File: src/include/ras_pkg.sv
// package for the return-address stack control block
package ras_pkg;
   // register addresses on the plain register port
   localparam logic [2:0] ADDR_STACK_PTR = 3'h0;
   localparam logic [2:0] ADDR_TOP_LOW  = 3'h1;
   localparam logic [2:0] ADDR_TOP_HIGH = 3'h2;
   localparam logic [2:0] ADDR_TOP_UPP  = 3'h3;
   localparam logic [2:0] ADDR_CONFIG   = 3'h4;
   localparam logic [2:0] ADDR_IRQ_STAT = 3'h5;
   localparam logic [2:0] ADDR_IRQ_CLR  = 3'h6;
   localparam logic [2:0] ADDR_IRQ_EN   = 3'h7;
   // stack pointer register field positions
   localparam int FULL_BIT  = 7;
   localparam int UNF_BIT   = 6;
   localparam int LEVEL_MSB = 4;
   // interrupt status bit positions
   localparam int IRQ_FULL  = 0;
   localparam int IRQ_UNF   = 1;
   localparam int IRQ_W     = 2;
   // reset values
   localparam logic [4:0] LEVEL_RST  = 5'h0_0;
   localparam logic [7:0] CONFIG_RST = 8'h0_0;
   // pulse length of the stack-condition device reset request
   localparam int RST_PULSE_CYC = 1;

   typedef struct packed {
      logic push;
      logic pop;
      logic call;
      logic ret;
   } ras_op_t;

   typedef struct packed {
      logic [2:0] addr;
      logic [7:0] wdata;
      logic       wr;
      logic       rd;
   } ras_bus_t;
endpackage

File: src/logic/ras_ctrl.sv
// return-address stack with pointer, flags, top-entry access and interrupts
`timescale 1ns/1ps
`default_nettype none

// Notes on behaviour
// - software can read and write the top stack entry over the register port.
// - a push raises the pointer by one and stores the program counter in the new top.
// - after a push software may overwrite the upper, high and low bytes of the top entry.
// - a pop lowers the pointer by one so the earlier entry becomes the top.
// - one configuration bit selects whether a full or underflow resets the device.
// - with that bit clear a full or underflow sets its flag and its interrupt status bit but requests no device reset.
// - with that bit set a full or underflow sets its flag and requests a device reset in the same cycle.
// - the flags clear only by a software write or power-on reset, never by other resets.
// - the full flag sits in bit 7 of the pointer register and is set on full or overflow.
// - the underflow flag sits in bit 6 and is set on underflow.
module ras_ctrl #(
   parameter int PC_W  = 21,
   parameter int DEPTH = 31
) (
   // clock and power-on reset
   input  wire logic              I_CLK,
   input  wire logic              I_RSTN,
   // instruction sequencer
   input  wire ras_pkg::ras_op_t  I_OP,
   input  wire logic [PC_W-1:0]   I_PC,
   output logic [PC_W-1:0]        O_TOP,
   // register port
   input  wire ras_pkg::ras_bus_t I_BUS,
   output logic [7:0]             O_RDATA,
   // device reset request and interrupt
   output logic                   O_DEV_RESET,
   output logic                   O_IRQ
);
   logic [PC_W-1:0] stack [1:DEPTH];
   logic [4:0]      level;
   logic            full_flag;
   logic            unf_flag;
   logic            ovr_rst_en;
   logic [ras_pkg::IRQ_W-1:0] irq_stat;
   logic [ras_pkg::IRQ_W-1:0] irq_en;
   logic [PC_W-1:0] top_val;
   logic            do_inc;
   logic            do_dec;
   logic            ev_full;
   logic            ev_unf;
   logic            wr_ptr;
   logic            wr_top;
   logic [23:0]     top_ext;
   logic [23:0]     next_top_ext;
   logic [4:0]      next_level;

   assign do_inc  = I_OP.push | I_OP.call;
   assign do_dec  = I_OP.pop | I_OP.ret;
   assign wr_ptr  = I_BUS.wr && (I_BUS.addr == ras_pkg::ADDR_STACK_PTR);
   assign wr_top  = I_BUS.wr && (I_BUS.addr == ras_pkg::ADDR_TOP_LOW ||
                    I_BUS.addr == ras_pkg::ADDR_TOP_HIGH ||
                    I_BUS.addr == ras_pkg::ADDR_TOP_UPP);
   // full when the last slot is filled or a push finds no room
   assign ev_full = do_inc && (level >= 5'(DEPTH - 1));
   assign ev_unf  = do_dec && (level == 5'h0_0);
   assign top_val = (level == 5'h0_0) ? '0 : stack[level];
   assign top_ext = 24'(top_val);
   assign O_TOP   = top_val;

   always_comb begin
      next_top_ext = top_ext;
      unique case (I_BUS.addr)
         ras_pkg::ADDR_TOP_LOW: next_top_ext[7:0] = I_BUS.wdata;
         ras_pkg::ADDR_TOP_HIGH: next_top_ext[15:8] = I_BUS.wdata;
         ras_pkg::ADDR_TOP_UPP: next_top_ext[23:16] = I_BUS.wdata;
         default: next_top_ext = top_ext;
      endcase
   end

   always_comb begin
      next_level = level;
      if (wr_ptr) begin
         next_level = I_BUS.wdata[ras_pkg::LEVEL_MSB:0];
      end else if (do_inc && level < 5'(DEPTH)) begin
         next_level = level + 5'h0_1;
      end else if (do_dec && level != 5'h0_0) begin
         next_level = level - 5'h0_1;
      end
   end

   // pointer
   always_ff @(posedge I_CLK or negedge I_RSTN) begin
      if (!I_RSTN) begin
         level <= ras_pkg::LEVEL_RST;
      end else begin
         level <= next_level;
      end
   end

   // stack storage, no reset needed
   always_ff @(posedge I_CLK) begin
      if (!wr_ptr && do_inc && level < 5'(DEPTH)) begin
         stack[level + 5'h0_1] <= I_PC;
      end else if (wr_top && level != 5'h0_0) begin
         stack[level] <= next_top_ext[PC_W-1:0];
      end
   end

   // flags: hardware set wins over a software clear, power-on reset only
   always_ff @(posedge I_CLK or negedge I_RSTN) begin
      if (!I_RSTN) begin
         full_flag <= 1'b0;
         unf_flag  <= 1'b0;
      end else begin
         if (ev_full) begin
            full_flag <= 1'b1;
         end else if (wr_ptr && !I_BUS.wdata[ras_pkg::FULL_BIT]) begin
            full_flag <= 1'b0;
         end
         if (ev_unf) begin
            unf_flag <= 1'b1;
         end else if (wr_ptr && !I_BUS.wdata[ras_pkg::UNF_BIT]) begin
            unf_flag <= 1'b0;
         end
      end
   end

   // configuration
   always_ff @(posedge I_CLK or negedge I_RSTN) begin
      if (!I_RSTN) begin
         ovr_rst_en <= ras_pkg::CONFIG_RST[0];
      end else if (I_BUS.wr && I_BUS.addr == ras_pkg::ADDR_CONFIG) begin
         ovr_rst_en <= I_BUS.wdata[0];
      end
   end

   // device reset request rises in the same cycle as the flag, one cycle after the event
   always_ff @(posedge I_CLK or negedge I_RSTN) begin
      if (!I_RSTN) begin
         O_DEV_RESET <= 1'b0;
      end else begin
         O_DEV_RESET <= ovr_rst_en && (ev_full || ev_unf);
      end
   end

   // interrupt status, enable
   always_ff @(posedge I_CLK or negedge I_RSTN) begin
      if (!I_RSTN) begin
         irq_stat <= '0;
         irq_en   <= '0;
      end else begin
         irq_stat <= (irq_stat & ~((I_BUS.wr && I_BUS.addr == ras_pkg::ADDR_IRQ_CLR) ?
                     I_BUS.wdata[ras_pkg::IRQ_W-1:0] : '0)) | {ev_unf, ev_full};
         if (I_BUS.wr && I_BUS.addr == ras_pkg::ADDR_IRQ_EN) begin
            irq_en <= I_BUS.wdata[ras_pkg::IRQ_W-1:0];
         end
      end
   end

   assign O_IRQ = |(irq_stat & irq_en);

   // read data one cycle after the strobe
   always_ff @(posedge I_CLK or negedge I_RSTN) begin
      if (!I_RSTN) begin
         O_RDATA <= 8'h0_0;
      end else if (I_BUS.rd) begin
         unique case (I_BUS.addr)
            ras_pkg::ADDR_STACK_PTR: O_RDATA <= {full_flag, unf_flag, 1'b0, level};
            ras_pkg::ADDR_TOP_LOW:  O_RDATA <= top_ext[7:0];
            ras_pkg::ADDR_TOP_HIGH: O_RDATA <= top_ext[15:8];
            ras_pkg::ADDR_TOP_UPP:  O_RDATA <= top_ext[23:16];
            ras_pkg::ADDR_CONFIG:   O_RDATA <= {7'h0_0, ovr_rst_en};
            ras_pkg::ADDR_IRQ_STAT: O_RDATA <= 8'(irq_stat);
            ras_pkg::ADDR_IRQ_CLR:  O_RDATA <= 8'h0_0;
            ras_pkg::ADDR_IRQ_EN:   O_RDATA <= 8'(irq_en);
         endcase
      end else begin
         O_RDATA <= 8'h0_0;
      end
   end

   // assertions
   push_moves_ptr_a: assert property (@(posedge I_CLK) disable iff (!I_RSTN)
      (do_inc && !wr_ptr && level < 5'(DEPTH)) |=> level == $past(level) + 5'h0_1)
      else $error("push did not advance pointer");
   push_stores_pc_a: assert property (@(posedge I_CLK) disable iff (!I_RSTN)
      (do_inc && !wr_ptr && level < 5'(DEPTH)) |=> O_TOP == $past(I_PC))
      else $error("push did not store pc");
   pop_moves_ptr_a: assert property (@(posedge I_CLK) disable iff (!I_RSTN)
      (do_dec && !do_inc && !wr_ptr && level != 5'h0_0) |=> level == $past(level) - 5'h0_1)
      else $error("pop did not lower pointer");
   full_sets_flag_a: assert property (@(posedge I_CLK) disable iff (!I_RSTN)
      ev_full |=> full_flag)
      else $error("full flag not set");
   unf_sets_flag_a: assert property (@(posedge I_CLK) disable iff (!I_RSTN)
      ev_unf |=> unf_flag)
      else $error("underflow flag not set");
   reset_when_enabled_a: assert property (@(posedge I_CLK) disable iff (!I_RSTN)
      ((ev_full || ev_unf) && ovr_rst_en) |=> O_DEV_RESET && (full_flag || unf_flag))
      else $error("no device reset on stack fault");
   no_reset_disabled_a: assert property (@(posedge I_CLK) disable iff (!I_RSTN)
      O_DEV_RESET |-> $past(ovr_rst_en))
      else $error("device reset while disabled");
   flag_holds_a: assert property (@(posedge I_CLK) disable iff (!I_RSTN)
      (full_flag && !wr_ptr) |=> full_flag)
      else $error("full flag lost without write");
   config_write_a: assert property (@(posedge I_CLK) disable iff (!I_RSTN)
      (I_BUS.wr && I_BUS.addr == ras_pkg::ADDR_CONFIG) |=> ovr_rst_en == $past(I_BUS.wdata[0]))
      else $error("config bit not written");
   top_write_a: assert property (@(posedge I_CLK) disable iff (!I_RSTN)
      (wr_top && I_BUS.addr == ras_pkg::ADDR_TOP_LOW && level != 5'h0_0 && !do_inc && !do_dec)
      |=> O_TOP[7:0] == $past(I_BUS.wdata))
      else $error("top low byte not written");
   ptr_read_a: assert property (@(posedge I_CLK) disable iff (!I_RSTN)
      (I_BUS.rd && I_BUS.addr == ras_pkg::ADDR_STACK_PTR) |=> O_RDATA[5] == 1'b0 &&
      O_RDATA[4:0] == $past(level))
      else $error("pointer read wrong");
   read_top_a: assert property (@(posedge I_CLK) disable iff (!I_RSTN)
      (I_BUS.rd && I_BUS.addr == ras_pkg::ADDR_TOP_LOW) |=> O_RDATA == $past(top_ext[7:0]))
      else $error("top read wrong");

   // pointer register writes, flag clears and flag holds
   level_write_a: assert property (@(posedge I_CLK) disable iff (!I_RSTN)
      wr_ptr |=> level == $past(I_BUS.wdata[ras_pkg::LEVEL_MSB:0]))
      else $error("pointer write not taken");

   full_clear_a: assert property (@(posedge I_CLK) disable iff (!I_RSTN)
      (wr_ptr && !I_BUS.wdata[ras_pkg::FULL_BIT] && !ev_full) |=> !full_flag)
      else $error("full flag not cleared by write");

   unf_clear_a: assert property (@(posedge I_CLK) disable iff (!I_RSTN)
      (wr_ptr && !I_BUS.wdata[ras_pkg::UNF_BIT] && !ev_unf) |=> !unf_flag)
      else $error("underflow flag not cleared by write");

   unf_holds_a: assert property (@(posedge I_CLK) disable iff (!I_RSTN)
      (unf_flag && !wr_ptr) |=> unf_flag)
      else $error("underflow flag lost without write");

   full_keep_a: assert property (@(posedge I_CLK) disable iff (!I_RSTN)
      (full_flag && wr_ptr && I_BUS.wdata[ras_pkg::FULL_BIT]) |=> full_flag)
      else $error("full flag lost on keep write");

   // edge cases of the pointer
   pop_at_zero_a: assert property (@(posedge I_CLK) disable iff (!I_RSTN)
      (ev_unf && !wr_ptr && !do_inc) |=> level == 5'h0_0)
      else $error("pointer moved on underflow");

   full_no_move_a: assert property (@(posedge I_CLK) disable iff (!I_RSTN)
      (do_inc && !wr_ptr && level == 5'(DEPTH)) |=> level == 5'(DEPTH))
      else $error("pointer moved past full");

   top_empty_a: assert property (@(posedge I_CLK) disable iff (!I_RSTN)
      (level == 5'h0_0) |-> O_TOP == '0)
      else $error("top not zero when empty");

   // top entry byte writes
   top_high_a: assert property (@(posedge I_CLK) disable iff (!I_RSTN)
      (wr_top && I_BUS.addr == ras_pkg::ADDR_TOP_HIGH && level != 5'h0_0 && !do_inc && !do_dec)
      |=> O_TOP[15:8] == $past(I_BUS.wdata))
      else $error("top high byte not written");

   top_upper_a: assert property (@(posedge I_CLK) disable iff (!I_RSTN)
      (wr_top && I_BUS.addr == ras_pkg::ADDR_TOP_UPP && level != 5'h0_0 && !do_inc && !do_dec)
      |=> O_TOP[PC_W-1:16] == $past(I_BUS.wdata[PC_W-17:0]))
      else $error("top upper byte not written");

   // device reset request
   reset_cause_a: assert property (@(posedge I_CLK) disable iff (!I_RSTN)
      O_DEV_RESET |-> $past(ev_full || ev_unf))
      else $error("device reset without stack fault");

   reset_quiet_a: assert property (@(posedge I_CLK) disable iff (!I_RSTN)
      ((ev_full || ev_unf) && !ovr_rst_en) |=> !O_DEV_RESET)
      else $error("device reset with enable clear");

   // interrupt status
   irq_full_a: assert property (@(posedge I_CLK) disable iff (!I_RSTN)
      ev_full |=> irq_stat[ras_pkg::IRQ_FULL])
      else $error("full status not set");

   irq_unf_a: assert property (@(posedge I_CLK) disable iff (!I_RSTN)
      ev_unf |=> irq_stat[ras_pkg::IRQ_UNF])
      else $error("underflow status not set");

   // read port
   rdata_idle_a: assert property (@(posedge I_CLK) disable iff (!I_RSTN)
      !I_BUS.rd |=> O_RDATA == 8'h0_0)
      else $error("read data not idle");

   read_high_a: assert property (@(posedge I_CLK) disable iff (!I_RSTN)
      (I_BUS.rd && I_BUS.addr == ras_pkg::ADDR_TOP_HIGH) |=> O_RDATA == $past(top_ext[15:8]))
      else $error("top high read wrong");

   read_upper_a: assert property (@(posedge I_CLK) disable iff (!I_RSTN)
      (I_BUS.rd && I_BUS.addr == ras_pkg::ADDR_TOP_UPP) |=> O_RDATA == $past(top_ext[23:16]))
      else $error("top upper read wrong");

   // main scenarios
   push_c: cover property (@(posedge I_CLK) disable iff (!I_RSTN) I_OP.push ##1 wr_top);
   unf_c: cover property (@(posedge I_CLK) disable iff (!I_RSTN) ev_unf);
   pop_c: cover property (@(posedge I_CLK) disable iff (!I_RSTN) I_OP.pop && level != 5'h0_0);
   full_c: cover property (@(posedge I_CLK) disable iff (!I_RSTN) ev_full);
   reset_c: cover property (@(posedge I_CLK) disable iff (!I_RSTN) O_DEV_RESET);
endmodule

`default_nettype wire

File: config.mk
export PLATFORM = sky130hd
export DESIGN_NAME = ras_ctrl
export DESIGN_NICKNAME = d
export VERILOG_FILES = /design/src/include/ras_pkg.sv /design/src/logic/ras_ctrl.sv
export SDC_FILE = /design/constraint.sdc
export NUM_CORES = 1
export LEC_CHECK = 0
export BUFFER_PORTS_ARGS = -buffer_cell sky130_fd_sc_hd__clkbuf_2
export CAP_MARGIN = 40
export CORE_ASPECT_RATIO = 2
export CORE_MARGIN = 4
export CORE_UTILIZATION = 67
export CTS_CLUSTER_SIZE = 40
export DETAILED_ROUTE_END_ITERATION = 16
export PLACE_DENSITY = 0.88
export SETUP_SLACK_MARGIN = 0.05
export SLEW_MARGIN = 0
export SYNTH_ARGS = -nofsm -noshare
export SYNTH_HDL_FRONTEND = slang
export SYNTH_SLANG_ARGS = --single-unit
File: constraint.sdc
create_clock -name I_CLK -period 11.4 [get_ports I_CLK]
set_input_delay 1.71 -clock I_CLK [delete_from_list [all_inputs] [get_ports I_CLK]]
set_output_delay 1.71 -clock I_CLK [all_outputs]
set_load 0.005 [all_outputs]
# Word level (Yosys, flattened, before mapping)
# Memory sizes are Yosys's and may differ from the RTL's.
# Index checks and enable logic that the tools add are counted.
[op_classes]
n_addsub = 2
n_lt_le_gt_ge = 2
eq_ne = 7
n_mux = 22
n_bitwise = 6
n_reduce_logical = 29
[ops]
columns = ["operator", "count"]
rows = [
  ["$pmux W8 S8", 1],
  ["$mux W21", 2],
  ["$mux W5", 5],
  ["$mux W8", 3],
  ["$reduce_or A21 Y1", 1],
  ["$logic_and A1 B1 Y1", 15],
  ["$eq A3 B3 Y1 const B", 4],
  ["$mux W1", 10],
  ["$eq A3 B2 Y1 const B", 2],
  ["$add A5 B1 Y5 const B", 1],
  ["$ge A5 B5 Y1 const B", 1],
  ["$logic_not A5 Y1", 1],
  ["$lt A5 B5 Y1 const B", 1],
  ["$reduce_bool A5 Y1", 1],
  ["$sub A5 B1 Y5 const B", 1],
  ["$and A2 B2 Y2", 2],
  ["$reduce_bool A2 Y1", 2],
  ["$eq A3 B1 Y1 const B", 1],
  ["$logic_not A1 Y1", 3],
  ["$logic_not A3 Y1", 1],
  ["$logic_or A1 B1 Y1", 3],
  ["$reduce_bool A3 Y1", 1],
  ["$mux W2", 1],
  ["$not A2 Y2", 1],
  ["3 further kinds", 4],
]
[word_totals]
register_bits = 21
ramBits = 651
inputBits = 40
output_inout_bits = 31
word_cells = 77
memories = 1
[mem_list]
columns = ["memory", "depth", "word_bits", "read_ports", "rd_clocked_by_memory_dff", "write_ports", "line", "rtl"]
rows = [
  ["stack", 31, 21, 1, 0, 1, "ras_ctrl.sv:34", "logic [PC_W-1:0] stack [1:DEPTH];"],
]

# Logic depth before layout (Yosys ltp)
# Gate-level depths: netlist (run 1).
[logic_depth]
ltp_word = 10
ltp_mapped = 13

# Worst setup path before layout (run 1)
# No wires, ideal clock.
[synth_timing]
path_kind = "input to register"
start = "input port I_BUS[12] (netlist bit)"
end = "memory stack[10][17] (data pin)"
arrival_time_ns = 4.451
required_time_ns = 10.954
slack_ns = 6.502
cell_stages = 8
path_buffers = 3
cell_sequence = "or4b_1 -> clkbuf_1 -> o211ai_2 -> and2_1 -> clkbuf_1 -> buf_2 -> o21ai_0 -> o21ai_0"
[synth_between]
elab_chain_cells = 10
word_cells_on_any_way = 18
[synth_lines]
columns = ["element", "line", "rtl"]
rows = [
  ["start: declaration", "ras_ctrl.sv:28", "input wire ras_pkg::ras_bus_t I_BUS,"],
  ["$eq A3 B1 Y1 or $eq A3 B2 Y1 (tied branches)", "ras_ctrl.sv:55, ras_ctrl.sv:56", ""],
  ["$logic_or A1 B1 Y1", "ras_ctrl.sv:55", "assign wr_top = I_BUS.wr && (I_BUS.addr == ras_pkg::ADDR_TOP_LOW ||"],
  ["$logic_or A1 B1 Y1", "ras_ctrl.sv:56", "I_BUS.addr == ras_pkg::ADDR_TOP_HIGH ||"],
  ["$logic_and A1 B1 Y1", "ras_ctrl.sv:55", ""],
  ["$logic_and A1 B1 Y1", "ras_ctrl.sv:99", "end else if (wr_top && level != 5'h0_0) begin"],
  ["$mux W1", "ras_ctrl.sv:99", ""],
  ["$mux W1", "ras_ctrl.sv:97", "if (!wr_ptr && do_inc && level < 5'(DEPTH)) begin"],
  ["$mux W1 (not written as such)", "ras_ctrl.sv:100", "stack[level] <= next_top_ext[PC_W-1:0];"],
  ["$reduce_or A21 Y1 (no source line)", "n/a", ""],
  ["$mux W21 (no source line) *", "n/a", ""],
  ["end: declaration", "ras_ctrl.sv:34", ""],
]
# Mark *: on every way between the ends. The rest lies on a longest branch, timed or not.

# Worst setup path after layout (run 1)
[layout_timing]
start = "register level[0]"
end = "output port O_TOP[11]"
[layout_between]
elab_chain_cells = 2
word_cells_on_any_way = 3
[layout_lines]
columns = ["element", "line", "rtl"]
rows = [
  ["start: declaration", "ras_ctrl.sv:35", "logic [4:0] level;"],
  ["start signal: assignment", "ras_ctrl.sv:89", "level <= ras_pkg::LEVEL_RST;"],
  ["start signal: assignment", "ras_ctrl.sv:91", "level <= next_level;"],
  ["$mem_v2 Z31 W21 or $logic_not A5 Y1 (tied branches)", "n/a", ""],
  ["$mux W21 *", "ras_ctrl.sv:61", "assign top_val = (level == 5'h0_0) ? '0 : stack[level];"],
  ["end: declaration", "ras_ctrl.sv:26", "output logic [PC_W-1:0] O_TOP,"],
]
# Marked as above.

==> results, run 1 <==
- The flow ran to the end, and the final reports show no timing, DRC or antenna violations.
- The highest layer touched by signal routing is met4.
- The global-route wire length before repair is 112800 microns.
- The fraction of layout cells with a size suffix above 1 is 25.65%.
- The post-route met1 wirelength is 22920 microns.
- Across the VDD grid, the largest voltage drop is 0.0002242 V.
- The clock tree buffer depth is 3.
- The final instance count without filler cells is 2188.
- The sequential share of the synthesized area is 73.69%.
- The most common cell after layout, fill and taps aside is sky130_fd_sc_hd__edfxtp_1.
- For flop-to-flop paths, the worst setup slack is 6.38 ns.
- The Yosys step of the flow raised 0 warnings.
- The first TritonRoute pass finished after 11 iterations.
- The count of hold buffers inserted by post-cts repair is 0.
- The share of synthesized registers carrying an async set or reset is 3.125%.
- The area growth from synthesis to layout is 11.48%.
- After synthesis the netlist holds a flip-flop and latch count of 672.
- In the final timing run, aggregate negative setup slack is 0 ns.
- The hold violation count in the final report is 0.
- The area occupied by registers is 0.02008 sq mm.
- During placement, the flow inserted port buffers numbering 70.
- The synthesized netlist net count is 1543.
- The via count of the first global-routing pass was 16760.
- TritonCTS built the clock tree.
- The max-capacitance violation count is 0.
- The initial antenna violation count came to 0.
- For the final database, setup skew stands at 0.01465 ns.
- The data arrival time of the critical path is 4.77 ns.
- Detailed routing inserted a total of 16560 vias.
- Detailed routing placed a total of 10480 microns of wire on met3.
- The first routing iteration left 2746 violations.
- The clock buffer count from CTS is 51.
- Setup violations remaining at the end of the flow were counted as 0.
- The core box area is 0.04021 sq mm.
- Counting flops with a built-in enable in the synthesized netlist gives 651.
- The required time of the worst setup path is 9.69 ns.
- The initial cell density of the core is 67.75%.
- After clock tree synthesis, the setup repair step added 0 buffers.
- Summed over all layers, the routed wires come to 77370 microns.
- Clock tree synthesis selected as its root buffer the cell sky130_fd_sc_hd__clkbuf_16.
- The cell depth of the worst flop-to-flop path is 9.
- The floorplan has 104 rows.
- The die height is 293.2 microns.
- The clock drives 672 sinks.
- The final weighted congestion of routability-driven global placement is 0.9471.
- The category of the worst setup path capture point is a primary output.
- The die is 150.6 microns wide.
- The biggest area contributor in the post-synthesis netlist is sky130_fd_sc_hd__edfxtp_1.
- The number of slew-limit violations in the final report is 0.
- In this run the remaining antenna-violating nets after routing total 0.
- The class of the tightest hold or removal check is reg2reg.
- Using the TritonRoute via totals, the vias-per-cell ratio works out to 7.570.
- Of all nets on the critical path, the largest fanout is 47.
- The category of the worst setup path launch point is a register.
- Clock-pin slew was measured on the worst setup and hold paths at 0.07 ns.
- The area fraction of the dominant cell type after synthesis is 71.76%.
- For this run, the top clock speed supported by timing is 154.3 MHz.
- Measured against its own limit, the worst slew margin works out to 31.10%.
- 71 I/O pins were placed.
- The area used by multi-input combinational logic is 0.006758 sq mm.
- In the post-synthesis netlist, the biggest area contributors are sky130_fd_sc_hd__edfxtp_1 (72%), sky130_fd_sc_hd__mux4_2 (8.5%), sky130_fd_sc_hd__mux2i_1 (3.9%), sky130_fd_sc_hd__dfrtp_1 (1.9%), sky130_fd_sc_hd__mux2_2 (1.5%).
- In the layout the commonest cells are sky130_fd_sc_hd__edfxtp_1 (651), sky130_fd_sc_hd__mux2i_1 (107), sky130_fd_sc_hd__mux4_2 (103).
- The number of inserted filler cells in the final layout is 1971.
- In the final routed layout, each cell accounts on average for 35.36 microns.
- Setup repair after global routing left no endpoint under its margin.
- The number of gates resized after CTS was 0.
- The detailed-route DRC error count is 0.
- The clock period minus worst slack is 6.479 ns.
- The most instantiated flip-flop cell in the synthesis netlist is sky130_fd_sc_hd__edfxtp_1.
- For the pin with the worst max-slew slack, the measured transition is 1.026 ns.
- In this run, distinct cell masters in the synthesized netlist total 70.
- The mapped netlist covers 0.02724 sq mm.
- The remaining global-route overflow is 0.
- The critical path is of the reg2out type.
- The maximum level of the CTS H-tree is 2.
- In the final design database the tool counted 1659 nets.
- For this run, the total global-route usage over all layers was measured as 35.81%.
- The placed wire-length estimate after detailed placement is 45080 microns.
- After technology mapping, the gate count stands at 1499.
- Dividing the final minimum period by the clock period gives 56.83%.
- The floorplan step defined a die boundary enclosing 0.04415 sq mm.
- The number of instances on the worst hold path is 2.
- The largest net degree at the start of global routing is 136.
- Power spread over the standard cell area amounts to 266.7 mW/mm^2.
- The leakage power total is 0.01021 uW.
- The total met2 wirelength after detailed routing is 36780 microns.
- The source-to-sink clock delay at the later pin of the worst-skew pair is 0.58 ns.
- The mean area per synthesized cell is 18.17 sq um.
- In this run, placement finished with an instance count of 2085.
==> metal layers <==
layer	track usage, %	vias to the layer above
met5	0.6818	-
met4	23.41	0
met3	10.76	509
met2	56.41	1776
met1	42.87	7950
li1	-	6329
==> cells in the mapped netlist (all sizes together), types with 8 or more instances <==
cell / n
mux4: 103
o22ai: 18
clkbuf: 31
and2: 10
mux2i: 107
a221oi: 21
edfxtp: 651
and3: 10
nand3b: 8
a21oi: 32
o221ai: 16
o21ai: 52
mux2: 36
inv: 8
a22oi: 22
a22o: 9
nand3: 19
buf: 56
nand2: 68
nor3: 10
nor2: 91
dfrtp: 21
==> layout make-up <==
class / instances / share of cell area (%)
Sequential cell: 672 / 66.13
Multi-Input combinational cell: 731 / 22.25
Clock buffer: 59 / 4.441
Timing Repair Buffer: 150 / 3.502
Tap cell: 530 / 2.183
Clock inverter: 36 / 1.376
Inverter: 9 / 0.1112
Antenna cell: 1 / 0.008240
==> worst paths after layout <==
check / from / end
max: level[0]$_DFFE_PN0P_ / O_TOP[11]
min: unf_flag$_DFFE_PN0P_ / unf_flag$_DFFE_PN0P_
max reg2reg: level[0]$_DFFE_PN0P_ / stack[11][19]$_DFFE_PP_
min reg2reg: unf_flag$_DFFE_PN0P_ / unf_flag$_DFFE_PN0P_
max in group asynchronous: I_RSTN / level[1]$_DFFE_PN0P_
min in group asynchronous: I_RSTN / O_RDATA[5]$_DFF_PN0_
==> logic make-up after synthesis <==
| group | Yosys count | synth area share, % |
|---|---|---|
| and+or+nand+nor | 253 | 4.340 |
| muxes | 246 | 13.93 |
| xor gates and xnor gates | 2 | 0.06431 |
| DFF | 672 | 73.69 |
| AOI/OAI and AO/OA | 226 | 5.851 |
| adders and majority gates | 4 | 0.1837 |
| buffers and inverters | 96 | 1.938 |
==> through the flow <==
stage	area (sq um)	worst slack [ns]	total power, uW	utilization [%]	hold WS [ns]
detailed placement	28540	5.652	5999	70.98	0.5014
finish	30370	4.921	8100	75.53	0.5337
floorplan	27240	6.502	5030	-	0.4686
global placement	28360	5.558	5858	70.53	0.4870
global route	30370	4.668	8307	75.53	0.5631
CTS	30310	4.987	7960	75.38	0.5216
==> sequential cells by signal (all words and copies together) (netlist names) <==
register,flops
stack,651
O_RDATA,8
level,5
irq_en,2
irq_stat,2
O_DEV_RESET,1
full_flag,1
ovr_rst_en,1
unf_flag,1
==> power by group <==
group	switching (uW)	internal (uW)	total [uW]
sequential	135	3130	3260
combinational	1900	1040	2940
clock	840	1060	1900
==> critical path: stages (launching register included) <==
cell and delay, ns:
sky130_fd_sc_hd__dfrtp_4 0.83, sky130_fd_sc_hd__buf_4 0.79, sky130_fd_sc_hd__buf_4 0.60, sky130_fd_sc_hd__buf_12 0.33
sky130_fd_sc_hd__mux2i_1 0.14, sky130_fd_sc_hd__a211oi_1 0.29, sky130_fd_sc_hd__nor4_1 0.10, sky130_fd_sc_hd__nor3_1 0.81
sky130_fd_sc_hd__clkbuf_2 0.25
Note: power is estimated with default switching activity, not from simulation.
==> run 2, diff against run 1 <==
--- a/config.mk
+++ b/config.mk
@@ -9,10 +9,10 @@
 export CAP_MARGIN = 40
 export CORE_ASPECT_RATIO = 2
 export CORE_MARGIN = 4
-export CORE_UTILIZATION = 67
+export CORE_UTILIZATION = 62
 export CTS_CLUSTER_SIZE = 40
 export DETAILED_ROUTE_END_ITERATION = 16
-export PLACE_DENSITY = 0.88
+export PLACE_DENSITY = 0.82
 export SETUP_SLACK_MARGIN = 0.05
 export SLEW_MARGIN = 0
 export SYNTH_ARGS = -nofsm -noshare
==> constraint.sdc (replaced) <==
create_clock -name I_CLK -period 6.4 [get_ports I_CLK]
set_input_delay 0.96 -clock I_CLK [delete_from_list [all_inputs] [get_ports I_CLK]]
set_output_delay 0.96 -clock I_CLK [all_outputs]
set_load 0.005 [all_outputs]
==> results, run 2 (synthesis gave the netlist of run 1 again) <==
- The summed negative setup slack over all endpoints is 0 ns (unchanged).
- The final cell utilization of the core is 69.51% (was 75.53%).
- The register with the most flip-flops is stack (unchanged).
- The launching element of the worst setup path was level[1]$_DFFE_PN0P_ (was level[0]$_DFFE_PN0P_).
- The floorplan die area is 0.04756 sq mm (was 0.04415 sq mm).
- The leakage power total is 0.01010 uW (was 0.01021 uW).
- The detailed router's first-iteration violation count is 2271 (was 2746).
- The total via count after detailed routing came to 15840 (was 16560).
- The final setup violation count came to 0 (unchanged).
- The class of the tightest hold or removal check is in2async (was reg2reg).
- The source of the worst register-to-register timing path is level[0]$_DFFE_PN0P_ (unchanged).
- The count of input and output buffers is 70 (unchanged).
- The maximum level of the CTS H-tree is 2 (unchanged).
- The initial antenna violation count is 1 (was 0).
- The count of cells resized by post-cts repair is 0 (unchanged).
- Result of the run: finished, final reports clean (unchanged).
- The horizontal extent of the die is 156.2 microns (was 150.6 microns).
- The number of inserted filler cells in the final layout was 2581 (was 1971).
- The initial cell density of the core is 62.80% (was 67.75%).
- The number of vias per cell is 7.208 (was 7.570).
- The count of antenna diodes in the layout came to 0 (was 1).
- The placed wire-length estimate after detailed placement came to 45940 microns (was 45080 microns).
- The area growth from synthesis to layout came to 10.67% (was 11.48%).
- The clock buffer count from CTS was 53 (was 51).
- The worst slew margin relative to its limit came to 31.37% (was 31.10%).
- The fraction of layout cells with a size suffix above 1 is 25.62% (was 25.65%).
- The hold violation count in the final report came to 0 (unchanged).
- The CTS sink count came to 672 (unchanged).
- The clock tree from TritonCTS is built (unchanged).
- The met1 track demand over resource is 39.06% (was 42.87%).
- The clock period minus worst slack is 5.266 ns.
- The overall track demand over capacity in global routing is 30.81% (was 35.81%).
- The average wire length per cell after detail routing is 33.19 microns (was 35.36 microns).
- The number of iterations in the first detailed-routing pass is 6 (was 11).
- The CTS clock-pin slew for the worst setup and hold paths is 0.07 ns (about the same).
- The clock tree buffer depth is 3 (unchanged).
- The largest fanout on the critical path is 50 (was 47).
- The source-to-sink clock delay at the later pin of the worst-skew pair is 0.58 ns (about the same).
- The required time of the worst setup path is 5.44 ns (was 9.69 ns).
- The die height is 304.4 microns (was 293.2 microns).
- The global-route met3 utilization is 5.308% (was 10.76%).
- The category of the worst setup path capture point is a primary output (unchanged).
- The most congested layer reported by global routing is met2 (unchanged).
- The power per unit of standard cell area is 464.7 mW/mm^2 (was 266.7 mW/mm^2).
- The final layout net count came to 1654 (was 1659).
- The core box area is 0.04338 sq mm (was 0.04021 sq mm).
- The data arrival time of the critical path is 4.31 ns (was 4.77 ns).
- The maximum resistive drop on vdd is 0.0003658 V (was 0.0002242 V).
- The final weighted congestion of routability-driven global placement is 0.9509 (was 0.9471).
- The global-route wire length before repair is 107000 microns (was 112800 microns).
- The post-route fraction of the period consumed by the critical path is 82.28%.
- The number of slew-limit violations in the final report came to 0 (unchanged).
- The remaining global-route overflow is 0 (unchanged).
- Based on the critical path, the design can be clocked at up to 189.9 MHz.
- The number of flip-flops in the largest register is 651 (unchanged).
- The residual antenna-violating net count after detailed routing is 0 (unchanged).
- The count of hold buffers inserted by post-cts repair is 0 (unchanged).
- The worst setup path category is reg2out (unchanged).
- The via count of the first global-routing pass is 16000 (was 16760).
- Commonest cells after routing, fill and taps aside: sky130_fd_sc_hd__edfxtp_1 (651), sky130_fd_sc_hd__mux2i_1 (107), sky130_fd_sc_hd__mux4_2 (103) (unchanged).
- The buffer count from post-CTS setup fixing was 0 (unchanged).
- The top-level port count is 71 (unchanged).
- The detailed-route DRC error count is 0 (unchanged).
- The total wire length after detailed routing is 72930 microns (was 77370 microns).
- The largest net degree at the start of global routing was 110 (was 136).
- The most common cell after layout, fill and taps aside is sky130_fd_sc_hd__edfxtp_1 (unchanged).
- The clock tree skew after final layout is 0.01207 ns (was 0.01465 ns).
- The library cell used as clock root buffer is sky130_fd_sc_hd__clkbuf_16 (unchanged).
- Biggest registers after layout: stack: 651 flops, O_RDATA: 8 flops, level: 5 flops (unchanged).
- The category of the worst setup path launch point is a register (unchanged).
- RSZ-0062 raised after global routing: false (unchanged).
- The pin slew with the least headroom to its limit came to 1.027 ns (was 1.026 ns).
- The met2 routing resource usage after global routing is 51.61% (was 56.41%).
- The count of standard-cell rows was 108 (was 104).
- The overall power is 14010 uW (was 8100 uW).
- The max-capacitance violation count is 0 (unchanged).
[run 2: metal layers]
| metal | up-vias | part of all wire [%] |
|---|---|---|
| met1 | 7993 | 33 |
| met2 | 1243 | 52 |
| met3 | 278 | 9.7 |
| met5 | - | 0.025 |
| li1 | 6319 | - |
| met4 | 2 | 6.0 |
[run 2: area by class of cell]
cell class                 count  area, sq um  share of cell area [%]
multi-input combinational    731         6768                   22.45
inverter                       9        33.78                  0.1121
tap                          550        688.2                   2.283
clock buffer                  57         1341                   4.449
clock inverter                35        309.0                   1.025
timing repair buffer         143        923.4                   3.063
sequential                   672        20090                   66.62
[run 2: worst paths after layout]
check	end	slack [ns]	cells past startpoint
worst max-delay path	O_TOP[7]	1.13	7
worst min-delay path	level[1]$_DFFE_PN0P_	0.36	1
worst max register to register	stack[6][0]$_DFFE_PP_	1.67	9
worst min register to register	unf_flag$_DFFE_PN0P_	0.51	2
max in group asynchronous	level[0]$_DFFE_PN0P_	5.62	1
min in group I_CLK	unf_flag$_DFFE_PN0P_	0.51	2
[run 2: worst max-delay path: stages, from the launching register on]
cell                       delay, ns
sky130_fd_sc_hd__dfrtp_4        0.78
sky130_fd_sc_hd__buf_4          0.56
sky130_fd_sc_hd__buf_4          0.75
sky130_fd_sc_hd__mux4_2         0.43
sky130_fd_sc_hd__mux4_2         0.50
sky130_fd_sc_hd__o22ai_1        0.23
sky130_fd_sc_hd__nor2_1         0.19
sky130_fd_sc_hd__clkbuf_2       0.16
[run 2: power by group]
part / leakage (uW) / internal, uW / switching (uW) / total, uW
Combinational: 0.00315 / 1800 / 3060 / 4870
Sequential: 0.00614 / 5570 / 370 / 5940
Clock: 0.000813 / 1720 / 1490 / 3200
[run 2: per-stage QoR]
stage | hold WS (ns) | cells | setup slack, ns | area (sq um)
after global routing | 0.3955 | 2197 | 1.030 | 30150
after global placement | 0.4872 | 2098 | 1.718 | 28430
after detailed placement | 0.4937 | 2102 | 1.488 | 28480
final | 0.3570 | 2197 | 1.134 | 30150
after floorplan | 0.4686 | 1499 | 2.006 | 27240
after CTS | 0.3510 | 2194 | 1.211 | 30130
